## src/design/sls_params.svh

```systemverilog
// constants of the stroke limit block: offsets, fields, resets, figures
`ifndef SLS_PARAMS_SVH
`define SLS_PARAMS_SVH
`define SLS_ADDR_CFG 4'h0
`define SLS_ADDR_PINSEL 4'h1
`define SLS_ADDR_STATUS 4'h2
`define SLS_ADDR_IRQ_STAT 4'h3
`define SLS_ADDR_IRQ_MASK 4'h4
`define SLS_ADDR_CTRL 4'h5
`define SLS_ADDR_OVERRUN 4'h6
`define SLS_CFG_SRC 0
`define SLS_CFG_SCOPE 1
`define SLS_CFG_WARN_DIS 2
`define SLS_CFG_AUTO_ON 3
`define SLS_CFG_POLE_DIS 4
`define SLS_CFG_DIR 5
`define SLS_CFG_RESET 6'h00
`define SLS_FUNC_FWD 8'h0A
`define SLS_FUNC_REV 8'h0B
`define SLS_FUNC_DOG 8'h22
`define SLS_OVERRUN_BITS 32'h0000001E
`define SLS_EV_STOP 0
`define SLS_EV_WARN 1
`define SLS_EV_ALARM 2
`endif

```

## src/design/sls_pkg.sv

```systemverilog
// types of the stroke limit block
package sls_pkg;
  typedef struct packed {
    logic [31:0] adr;
    logic [31:0] dat;
    logic [3:0] sel;
    logic we;
    logic cyc;
    logic stb;
  } sls_wb_req_t;
  typedef struct packed {
    logic upper;
    logic lower;
    logic dog;
  } sls_limits_t;
  typedef enum logic [2:0] {
    SLS_FREE = 3'b001,
    SLS_STOPPED = 3'b010,
    SLS_ALARM = 3'b100
  } sls_state_t;
endpackage

```

## src/design/sls_source_sel.sv

```systemverilog
// limit source selection and direction mapping
`timescale 1ns/10ps
`include "sls_params.svh"
module sls_source_sel
  import sls_pkg::*;
(
  input wire logic [7:0] pin_i,
  input wire logic [7:0] func_fwd_i,
  input wire logic [7:0] func_rev_i,
  input wire logic [7:0] func_dog_i,
  input wire logic src_ctrl_i,
  input wire logic auto_on_i,
  input wire logic dir_i,
  input wire logic ctrl_upper_travel_limit_i,
  input wire logic ctrl_lower_travel_limit_i,
  input wire logic ctrl_dog_i,
  output sls_limits_t lim_o
);
  // returns the level of the first pin whose selector holds the code
  function automatic logic pick(input logic [7:0] pins,
                                input logic [7:0] f0,
                                input logic [7:0] f1,
                                input logic [7:0] f2,
                                input logic [7:0] code,
                                input logic dflt);
    logic v;
    v = dflt;
    if (f0 == code)
      v = pins[0];
    else if (f1 == code)
      v = pins[1];
    else if (f2 == code)
      v = pins[2];
    return v;
  endfunction
  logic fwd_stroke_end;
  logic rev_stroke_end;
  logic dog;
  always_comb
  begin
    // unassigned stroke end reads open, i.e. limit active (fail safe)
    fwd_stroke_end = pick(pin_i, func_fwd_i, func_rev_i, func_dog_i,
                          `SLS_FUNC_FWD, 1'b0);
    rev_stroke_end = pick(pin_i, func_fwd_i, func_rev_i, func_dog_i,
                          `SLS_FUNC_REV, 1'b0);
    dog = pick(pin_i, func_fwd_i, func_rev_i, func_dog_i,
               `SLS_FUNC_DOG, 1'b0);
    if (auto_on_i)
    begin
      fwd_stroke_end = 1'b1;
      rev_stroke_end = 1'b1;
    end
    if (src_ctrl_i)
    begin
      lim_o.upper = ctrl_upper_travel_limit_i;
      lim_o.lower = ctrl_lower_travel_limit_i;
      lim_o.dog = ctrl_dog_i;
    end
    else if (dir_i)
    begin
      lim_o.upper = rev_stroke_end;
      lim_o.lower = fwd_stroke_end;
      lim_o.dog = dog;
    end
    else
    begin
      lim_o.upper = fwd_stroke_end;
      lim_o.lower = rev_stroke_end;
      lim_o.dog = dog;
    end
  end
endmodule

```

## src/design/sls_overrun.sv

```systemverilog
// position overrun check against the captured stroke end position
`timescale 1ns/10ps
`include "sls_params.svh"
module sls_overrun
(
  input wire logic clk_i,
  input wire logic rst_n_i,
  input wire logic upper_hit_i,
  input wire logic lower_hit_i,
  input wire logic csp_mode_i,
  input wire logic [31:0] cmd_pos_i,
  output logic overrun_o
);
  logic upper_hit_d_r;
  logic lower_hit_d_r;
  logic [31:0] upper_pos_r;
  logic [31:0] lower_pos_r;
  logic signed [32:0] up_diff;
  logic signed [32:0] lo_diff;
  always_ff @(posedge clk_i or negedge rst_n_i)
  begin
    if (!rst_n_i)
    begin
      upper_hit_d_r <= 1'b0;
      lower_hit_d_r <= 1'b0;
      upper_pos_r <= 32'h00000000;
      lower_pos_r <= 32'h00000000;
    end
    else
    begin
      upper_hit_d_r <= upper_hit_i;
      lower_hit_d_r <= lower_hit_i;
      // capture the command position at the moment the end is detected
      if (upper_hit_i && !upper_hit_d_r)
        upper_pos_r <= cmd_pos_i;
      if (lower_hit_i && !lower_hit_d_r)
        lower_pos_r <= cmd_pos_i;
    end
  end
  always_comb
  begin
    up_diff = $signed({cmd_pos_i[31], cmd_pos_i})
              - $signed({upper_pos_r[31], upper_pos_r});
    lo_diff = $signed({lower_pos_r[31], lower_pos_r})
              - $signed({cmd_pos_i[31], cmd_pos_i});
    // compare only while the hit is held and its position is captured
    overrun_o = csp_mode_i &&
      ((upper_hit_i && upper_hit_d_r &&
        up_diff >= $signed({1'b0, `SLS_OVERRUN_BITS})) ||
       (lower_hit_i && lower_hit_d_r &&
        lo_diff >= $signed({1'b0, `SLS_OVERRUN_BITS})));
  end
endmodule

```

## src/design/sls_stroke_limit.sv

```systemverilog
// stroke limit select and stop block with wishbone registers
`timescale 1ns/10ps
`include "sls_params.svh"
// Operation
// source select 0 takes the own end and dog pins, 1 the controller's.
// the controller sends its increasing-side switch as upper limit.
// the motor is stopped while any selected limit input is off.
// in cyclic position mode the controller stops advancing at an end.
// a command 30 bits past the detected end raises the alarm, drops home.
// cyclic position recovery copies actual to target, checks bit 12.
// cyclic velocity recovery sends velocity away after bit 12 is 0.
// profile, table and jog modes just move away from the limit.
// warning select 0 enables the warning, 1 suppresses it but still stops.
// auto-on (reset 0) forces both stroke end inputs on.
// three pin selectors map devices, defaults 0Ah, 0Bh and 22h.
// scope select 0 keeps limits always active, 1 only in homing mode.
// pole select 0 keeps limits during pole detection, 1 disables them.
// with forced-on ends the motor never stops for a stroke limit; with source select 1 the controller's limits still stop it.
// inputs are normally closed, off means the limit is active.
// direction 1 reports reverse end as upper, forward end as lower.
// the warning holds while an enabled limit is active, then clears.
module sls_stroke_limit
  import sls_pkg::*;
(
  input wire logic clk_i,
  input wire logic rst_n_i,
  input wire logic [31:0] wb_adr_i,
  input wire logic [31:0] wb_dat_i,
  input wire logic [3:0] wb_sel_i,
  input wire logic wb_we_i,
  input wire logic wb_cyc_i,
  input wire logic wb_stb_i,
  output logic [31:0] wb_dat_o,
  output logic wb_ack_o,
  input wire logic [7:0] pin_i,
  input wire logic ctrl_upper_travel_limit_i,
  input wire logic ctrl_lower_travel_limit_i,
  input wire logic ctrl_dog_i,
  input wire logic homing_mode_i,
  input wire logic pole_detect_i,
  input wire logic csp_mode_i,
  input wire logic [31:0] cmd_pos_i,
  output logic upper_travel_limit_o,
  output logic lower_travel_limit_o,
  output logic dog_o,
  output logic motor_stop_o,
  output logic travel_limit_warning_o,
  output logic command_overrun_alarm_o,
  output logic home_erase_o,
  output logic irq_o
);
  sls_wb_req_t req;
  sls_limits_t lim;
  sls_state_t state_r;
  sls_state_t state_nxt;
  logic [5:0] cfg_r;
  logic [7:0] func_fwd_r;
  logic [7:0] func_rev_r;
  logic [7:0] func_dog_r;
  logic [2:0] irq_stat_r;
  logic [2:0] irq_mask_r;
  logic [15:0] overrun_cnt_r;
  logic ack_r;
  logic [31:0] dat_r;
  logic wr;
  logic rd;
  logic [3:0] idx;
  logic limits_on;
  logic upper_hit;
  logic lower_hit;
  logic any_hit;
  logic overrun;
  logic alarm_clr;
  logic [2:0] events;
  logic [2:0] w1c;

  function automatic logic [7:0] lane_wr(input logic [7:0] old,
                                         input logic [7:0] nw,
                                         input logic en);
    return en ? nw : old;
  endfunction

  assign req = '{adr: wb_adr_i, dat: wb_dat_i, sel: wb_sel_i,
                 we: wb_we_i, cyc: wb_cyc_i, stb: wb_stb_i};
  assign idx = req.adr[5:2];
  // one wait state: ack rises the edge after the request, then drops;
  // a write lands at the edge where the master samples that ack
  assign wr = req.cyc && req.stb && req.we && ack_r;
  assign rd = req.cyc && req.stb && !req.we && !ack_r;

  sls_source_sel u_src
  (
    .pin_i(pin_i),
    .func_fwd_i(func_fwd_r),
    .func_rev_i(func_rev_r),
    .func_dog_i(func_dog_r),
    .src_ctrl_i(cfg_r[`SLS_CFG_SRC]),
    .auto_on_i(cfg_r[`SLS_CFG_AUTO_ON]),
    .dir_i(cfg_r[`SLS_CFG_DIR]),
    .ctrl_upper_travel_limit_i(ctrl_upper_travel_limit_i),
    .ctrl_lower_travel_limit_i(ctrl_lower_travel_limit_i),
    .ctrl_dog_i(ctrl_dog_i),
    .lim_o(lim)
  );

  always_comb
  begin
    limits_on = 1'b1;
    if (cfg_r[`SLS_CFG_SCOPE] && !homing_mode_i)
      limits_on = 1'b0;
    if (cfg_r[`SLS_CFG_POLE_DIS] && pole_detect_i)
      limits_on = 1'b0;
    upper_hit = limits_on && !lim.upper;
    lower_hit = limits_on && !lim.lower;
    any_hit = upper_hit || lower_hit;
  end

  sls_overrun u_ovr
  (
    .clk_i(clk_i),
    .rst_n_i(rst_n_i),
    .upper_hit_i(upper_hit),
    .lower_hit_i(lower_hit),
    .csp_mode_i(csp_mode_i),
    .cmd_pos_i(cmd_pos_i),
    .overrun_o(overrun)
  );

  assign alarm_clr = wr && idx == `SLS_ADDR_CTRL && req.sel[0]
                     && req.dat[0];

  always_comb
  begin
    state_nxt = state_r;
    unique case (state_r)
      SLS_FREE:
        if (overrun)
          state_nxt = SLS_ALARM;
        else if (any_hit)
          state_nxt = SLS_STOPPED;
      SLS_STOPPED:
        if (overrun)
          state_nxt = SLS_ALARM;
        else if (!any_hit)
          state_nxt = SLS_FREE;
      SLS_ALARM:
        // the alarm latches; software clears it once the cause is gone
        if (alarm_clr && !overrun)
          state_nxt = any_hit ? SLS_STOPPED : SLS_FREE;
      default:
        state_nxt = SLS_ALARM;
    endcase
  end

  always_ff @(posedge clk_i or negedge rst_n_i)
  begin
    if (!rst_n_i)
      state_r <= SLS_FREE;
    else
      state_r <= state_nxt;
  end

  always_ff @(posedge clk_i or negedge rst_n_i)
  begin
    if (!rst_n_i)
    begin
      motor_stop_o <= 1'b0;
      travel_limit_warning_o <= 1'b0;
      command_overrun_alarm_o <= 1'b0;
      home_erase_o <= 1'b0;
      upper_travel_limit_o <= 1'b0;
      lower_travel_limit_o <= 1'b0;
      dog_o <= 1'b0;
    end
    else
    begin
      motor_stop_o <= any_hit || state_nxt == SLS_ALARM;
      travel_limit_warning_o <= any_hit
                                && !cfg_r[`SLS_CFG_WARN_DIS];
      command_overrun_alarm_o <= state_nxt == SLS_ALARM;
      home_erase_o <= state_r != SLS_ALARM
                      && state_nxt == SLS_ALARM;
      upper_travel_limit_o <= lim.upper;
      lower_travel_limit_o <= lim.lower;
      dog_o <= lim.dog;
    end
  end

  always_ff @(posedge clk_i or negedge rst_n_i)
  begin
    if (!rst_n_i)
    begin
      cfg_r <= `SLS_CFG_RESET;
      func_fwd_r <= `SLS_FUNC_FWD;
      func_rev_r <= `SLS_FUNC_REV;
      func_dog_r <= `SLS_FUNC_DOG;
      irq_mask_r <= 3'h0;
    end
    else if (wr && idx == `SLS_ADDR_CFG && req.sel[0])
      cfg_r <= req.dat[5:0];
    else if (wr && idx == `SLS_ADDR_PINSEL)
    begin
      func_fwd_r <= lane_wr(func_fwd_r, req.dat[7:0], req.sel[0]);
      func_rev_r <= lane_wr(func_rev_r, req.dat[15:8], req.sel[1]);
      func_dog_r <= lane_wr(func_dog_r, req.dat[23:16], req.sel[2]);
    end
    else if (wr && idx == `SLS_ADDR_IRQ_MASK && req.sel[0])
      irq_mask_r <= req.dat[2:0];
  end

  always_comb
  begin
    events = 3'h0;
    events[`SLS_EV_STOP] = any_hit && !motor_stop_o;
    events[`SLS_EV_WARN] = any_hit && !cfg_r[`SLS_CFG_WARN_DIS]
                           && !travel_limit_warning_o;
    events[`SLS_EV_ALARM] = state_nxt == SLS_ALARM
                            && !command_overrun_alarm_o;
    w1c = (wr && idx == `SLS_ADDR_IRQ_STAT && req.sel[0])
          ? req.dat[2:0] : 3'h0;
  end

  // a new event in the clearing cycle survives the clear
  always_ff @(posedge clk_i or negedge rst_n_i)
  begin
    if (!rst_n_i)
      irq_stat_r <= 3'h0;
    else
      irq_stat_r <= (irq_stat_r & ~w1c) | events;
  end

  assign irq_o = |(irq_stat_r & irq_mask_r);

  always_ff @(posedge clk_i or negedge rst_n_i)
  begin
    if (!rst_n_i)
      overrun_cnt_r <= 16'h0000;
    else if (home_erase_o && overrun_cnt_r != 16'hFFFF)
      overrun_cnt_r <= overrun_cnt_r + 16'h0001;
  end

  always_ff @(posedge clk_i or negedge rst_n_i)
  begin
    if (!rst_n_i)
    begin
      ack_r <= 1'b0;
      dat_r <= 32'h00000000;
    end
    else
    begin
      ack_r <= req.cyc && req.stb && !ack_r;
      if (rd)
      begin
        unique case (idx)
          `SLS_ADDR_CFG: dat_r <= {26'h0, cfg_r};
          `SLS_ADDR_PINSEL:
            dat_r <= {8'h00, func_dog_r, func_rev_r, func_fwd_r};
          `SLS_ADDR_STATUS:
            dat_r <= {24'h0, state_r == SLS_ALARM, lim.dog, lim.lower,
                      lim.upper, lower_hit, upper_hit,
                      travel_limit_warning_o, motor_stop_o};
          `SLS_ADDR_IRQ_STAT: dat_r <= {29'h0, irq_stat_r};
          `SLS_ADDR_IRQ_MASK: dat_r <= {29'h0, irq_mask_r};
          `SLS_ADDR_OVERRUN: dat_r <= {16'h0, overrun_cnt_r};
          default: dat_r <= 32'h00000000;
        endcase
      end
    end
  end

  assign wb_ack_o = ack_r;
  assign wb_dat_o = dat_r;
endmodule

```

## config.mk

```make
export PLATFORM = sky130hd
export DESIGN_NAME = sls_stroke_limit
export DESIGN_NICKNAME = d
export VERILOG_FILES = /design/src/design/sls_pkg.sv /design/src/design/sls_source_sel.sv /design/src/design/sls_overrun.sv /design/src/design/sls_stroke_limit.sv
export VERILOG_INCLUDE_DIRS = /design/src /design/src/design
export SDC_FILE = /design/constraint.sdc
export NUM_CORES = 1
export LEC_CHECK = 0
export ABC_AREA = 1
export BUFFER_PORTS_ARGS = -buffer_cell sky130_fd_sc_hd__buf_2
export CAP_MARGIN = 20
export CORE_AREA = 2 2 195 197
export DETAILED_ROUTE_END_ITERATION = 10
export DIE_AREA = 0 0 197 199
export GPL_ROUTABILITY_DRIVEN = 0
export GPL_TIMING_DRIVEN = 0
export PLACE_DENSITY_LB_ADDON = 0.25
export SLEW_MARGIN = 0
export SYNTH_ARGS = -nofsm -noshare
export SYNTH_HDL_FRONTEND = slang
export SYNTH_SLANG_ARGS = --single-unit
```

## constraint.sdc

```tcl
create_clock -name clk_i -period 2.9 [get_ports clk_i]
set_input_delay 0.145 -clock clk_i [delete_from_list [all_inputs] [get_ports clk_i]]
set_output_delay 0.145 -clock clk_i [all_outputs]
set_load 0.05 [all_outputs]
```

==> metrics.md <==
| Metric | Value |
|---|---|
| Reg power frac | 23.3% |
| Crit. Startpoint | cmd_pos_i[0] |
| Grt ovf | 0 |
| Total CTS buffers | 17 |
| Maximum vdd drop | 0.5106 mV |
| Vias in the first global route | 11060 |
| Reg2reg start | u_ovr.upper_pos_r[0]$_DFFE_PN0P_ |
| GRT met2 Usage | 29.63% |
| Number of core rows | 71 |
| GRT Total Usage | 18.71% |
| Nets@finish | 2227 |
| Pre-CTS WS | -0.2059 ns |
| Power Density | 861.9 mW/mm2 |
| Hold Crit Start | wb_we_i |
| Final min period | 2.802 ns |
| Clk pwr share | 17.4% |
| Sw power | 0.006139 W |
| CTS max path bufs | 2 |
| Critical path's slowest cell | dlygate4sd3_1 |
| Slew margin rel. | 49.95% |
| Synthesized flop and latch total | 153 |
| Most numerous cell on the critical path | nand2_4 |
| Die area | 0.03920 mm2 |
| CP max FO | 4 |
| Final HPWL DP | 28180 um |
| Pin count of the biggest net entering global routing | 109 |
| IO Port Bufs | 109 |
| Layout cells sized above 1 | 14.95% |
| Crit share post-route | 96.62% |
| GR Util met3 | 3.188% |
| Die height | 199 um |
| Grt peak-use layer | met2 |
| Worst path bufs/invs | 6 |
| Tightest Pin Transition | 0.7451 ns |
| Syn avg cell area | 6.412 um2 |
| Final hold viol count | 0 |
| Via Count | 11800 |
| Multi-input gate area | 0.006955 mm2 |
| Sw Share | 48.41% |
| CTS root buffer | clkbuf_16 |
| FMAX | 356.9 MHz |
| Placed Area | 0.01293 mm2 |
| Worst Hold Class | in2reg |
| First-pass GRT wire length | 57170 um |
| Fin worst setup slack | 0.09800 ns |
| Final design area excluding fillers | 0.01471 mm2 |
| Max Cap Viol | 0 |
| Post-route ant nets | 0 |
| Clock-pin slew on the worst setup and hold paths | 0.07 ns |
| Fill cells | 4023 |
| Int Pwr | 0.006543 W |
| WL final | 35890 um |
| Crit Path Class | in2reg |
| Synthesis Warnings | 0 |
| Placeable Area | 0.03713 mm2 |
| RSZ-0062 raised after global routing | yes |
| Main flop type after synthesis | dfrtp_1 |
| Leak Pwr | 7.807 nW |
| Post-synthesis to final-layout area growth | 25.47% |
| First-pass detailed-route iteration total | 6 |
| Die X | 197 um |
| Initial antenna violation count | 0 |
| Comb pwr share | 59.3% |
| Routed len/inst | 14.19 um |
| Later-pin clock latency in the skew report | 0.48 ns |
| Vias per cell | 4.667 |
| H-tree depth | 4 |
| Clock tree sinks | 153 |
| Arrival time worst endpoint | 3.18 ns |
| Max-slew violation count | 0 |
| Mapped Area | 0.01173 mm2 |
| CP startpoint kind | input port |
| CTS tree | yes |
| Register area share after synthesis | 32.73% |
| Post-synth ARST share | 100.0% |
| DR DRC count | 0 |
| Syn Inst Count | 1829 |
| Starting Density | 31.58% |
| CP delay by family, top | simple AND/OR/NAND/NOR gates |
| CP Capture Type | flip-flop |
| Crit-path max cell delay | 0.54 ns |
| Final-report setup violation count | 0 |
| Grt met1 use | 25.78% |
| Status | complete, no violations |
| Clock Skews | 0.01722 ns |
| Detailed Route Iter0 Violations | 791 |
| Distinct cell type count after synthesis | 45 |
| Worst Path Required | 3.28 ns |
| EDFF count, synth | 0 |
| Ports | 160 |
| Storage cell area | 0.003839 mm2 |
## registers in the layout (all words and copies together) (netlist names), 3 cells and up
name and flops:
overrun_cnt_r 16, state_r 3, irq_stat_r 3, cfg_r 6, func_rev_r 8, func_fwd_r 8, wb_dat_o 24, func_dog_r 8
irq_mask_r 3, u_ovr.lower_pos_r 32, u_ovr.upper_pos_r 32
## path summary, 6_finish.rpt
| kind | to | cells past startpoint | slack, ns |
|---|---|---|---|
| min | wb_dat_o[8]$_DFFE_PN0P_ | 4 | 0.06 |
| min reg2reg | wb_dat_o[12]$_DFFE_PN0P_ | 2 | 0.48 |
| max reg2reg | motor_stop_o$_DFF_PN0_ | 24 | 0.1 |
| max in group asynchronous | u_ovr.lower_pos_r[5]$_DFFE_PN0P_ | 3 | 1.83 |
| min in group asynchronous | func_rev_r[2]$_DFFE_PN0P_ | 2 | 0.16 |
| max | motor_stop_o$_DFF_PN0_ | 27 | 0.1 |
## cell families after synthesis
logic type                 count (synthesis)  share of synthesized area [%]
and+or+nand+nor                          967                          34.42
buffers and inverters                    373                          12.25
AOI/OAI and AO/OA                        241                          11.28
DFF                                      153                          32.73
adders and majority gates                 67                          7.276
xor gates and xnor gates                  27                          2.016
other                                      1                        0.03198
## power groups by stage
stage               combinational, W  clock (W)  sequential (W)
finish                       0.00752    0.00220         0.00296
global route                 0.00855    0.00234         0.00302
CTS                          0.00681    0.00226         0.00293
detailed placement           0.00669          0         0.00296
global placement             0.00662          0         0.00295
floorplan                    0.00498          0         0.00301
## routing by layer
layer | vias to the layer above | part of all wire (%)
met5 | - | 0
met4 | 0 | 2.0
met3 | 40 | 4.1
met2 | 245 | 44
met1 | 5389 | 49
li1 | 6128 | -
## layout by cell type, fill, tap and decap left out, types with 20 or more instances in the layout
| master | n |
|---|---|
| a21oi_1 | 80 |
| nand2_1 | 592 |
| buf_4 | 20 |
| nand4_1 | 24 |
| nor2_1 | 132 |
| nand2_2 | 32 |
| o21ai_0 | 106 |
| xor2_1 | 22 |
| nand3_1 | 87 |
| dlygate4sd3_1 | 63 |
| buf_2 | 112 |
| inv_1 | 336 |
| ha_1 | 39 |
| dfrtp_1 | 145 |
## metrics by stage
stage                     hold slack, ns  instances  util [%]  power [W]   TNS, ns
final                            0.06013       2529     39.63    0.01268         0
after global routing             0.08280       2528     39.62    0.01391  -0.08028
after CTS                        -0.1060       2514     38.05    0.01201  -0.01053
after detailed placement         0.07206       2420     34.82   0.009651    -1.056
after global placement            0.3950       2419     34.72   0.009568   -102.95
after floorplan                  -0.1506       1836         -   0.007994         0
## synth_stat cells, types with 5 or more instances
library cell | instances | area [um2]
o22ai_1 | 12 | 75.07
ha_1 | 65 | 813.3
buf_4 | 8 | 60.06
o21ai_0 | 107 | 535.5
buf_2 | 5 | 25.02
nand3_1 | 91 | 455.4
a21o_1 | 5 | 37.54
a21oi_1 | 86 | 430.4
clkbuf_1 | 18 | 67.56
xor2_1 | 22 | 192.7
dfstp_2 | 8 | 210.2
nor3_1 | 17 | 85.08
o21bai_1 | 5 | 37.54
nand3b_1 | 15 | 112.6
xnor2_1 | 5 | 43.79
and3_1 | 5 | 31.28
nand2_2 | 13 | 81.33
inv_1 | 339 | 1272
dfrtp_1 | 145 | 3628
o31ai_1 | 11 | 82.58
nand4_1 | 24 | 150.1
nand2_1 | 621 | 2331
nor2_1 | 152 | 570.6
nor4_1 | 7 | 43.79
nor2_2 | 5 | 31.28
## layout make-up
class	count	share of cell area [%]
well taps	474	4.031
clock buffers	20	3.036
repair buffers	186	9.014
clock inverters	12	0.7058
flip-flops and latches	153	26.09
inverters	342	8.741
diodes	1	0.01701
multi-input cells	1310	47.27
plain buffers	31	1.097
## worst reg2reg max path, stage by stage (launching register included)
cell and delay, ns:
dfrtp_1 0.38, ha_2 0.21, fa_2 0.39, inv_4 0.08
nand3_4 0.07, nand2_4 0.11, nand2_4 0.06, nand2_4 0.08
nand2_4 0.06, nand2_4 0.09, nand2_1 0.06, nand2_1 0.06
nand2_1 0.05, inv_1 0.06, nand2_2 0.06, nor2_4 0.15
nand3_1 0.08, nor2_1 0.11, nand2_1 0.09, nand2_2 0.09
nand2_4 0.07, nand2_4 0.09, nand2_4 0.07, nor2_4 0.11
inv_2 0.03
## what timing repair did
item / 4_1_cts / 5_1_grt
endpoints found under the hold margin: 145 / 5
hold buffers: 62 / 1
endpoints found under the setup margin: 15 / 57
buffers inserted: 0 / 13
pin swaps: 0 / 24
resized for setup: 10 / 126
Note: power is estimated with default switching activity, not from simulation.
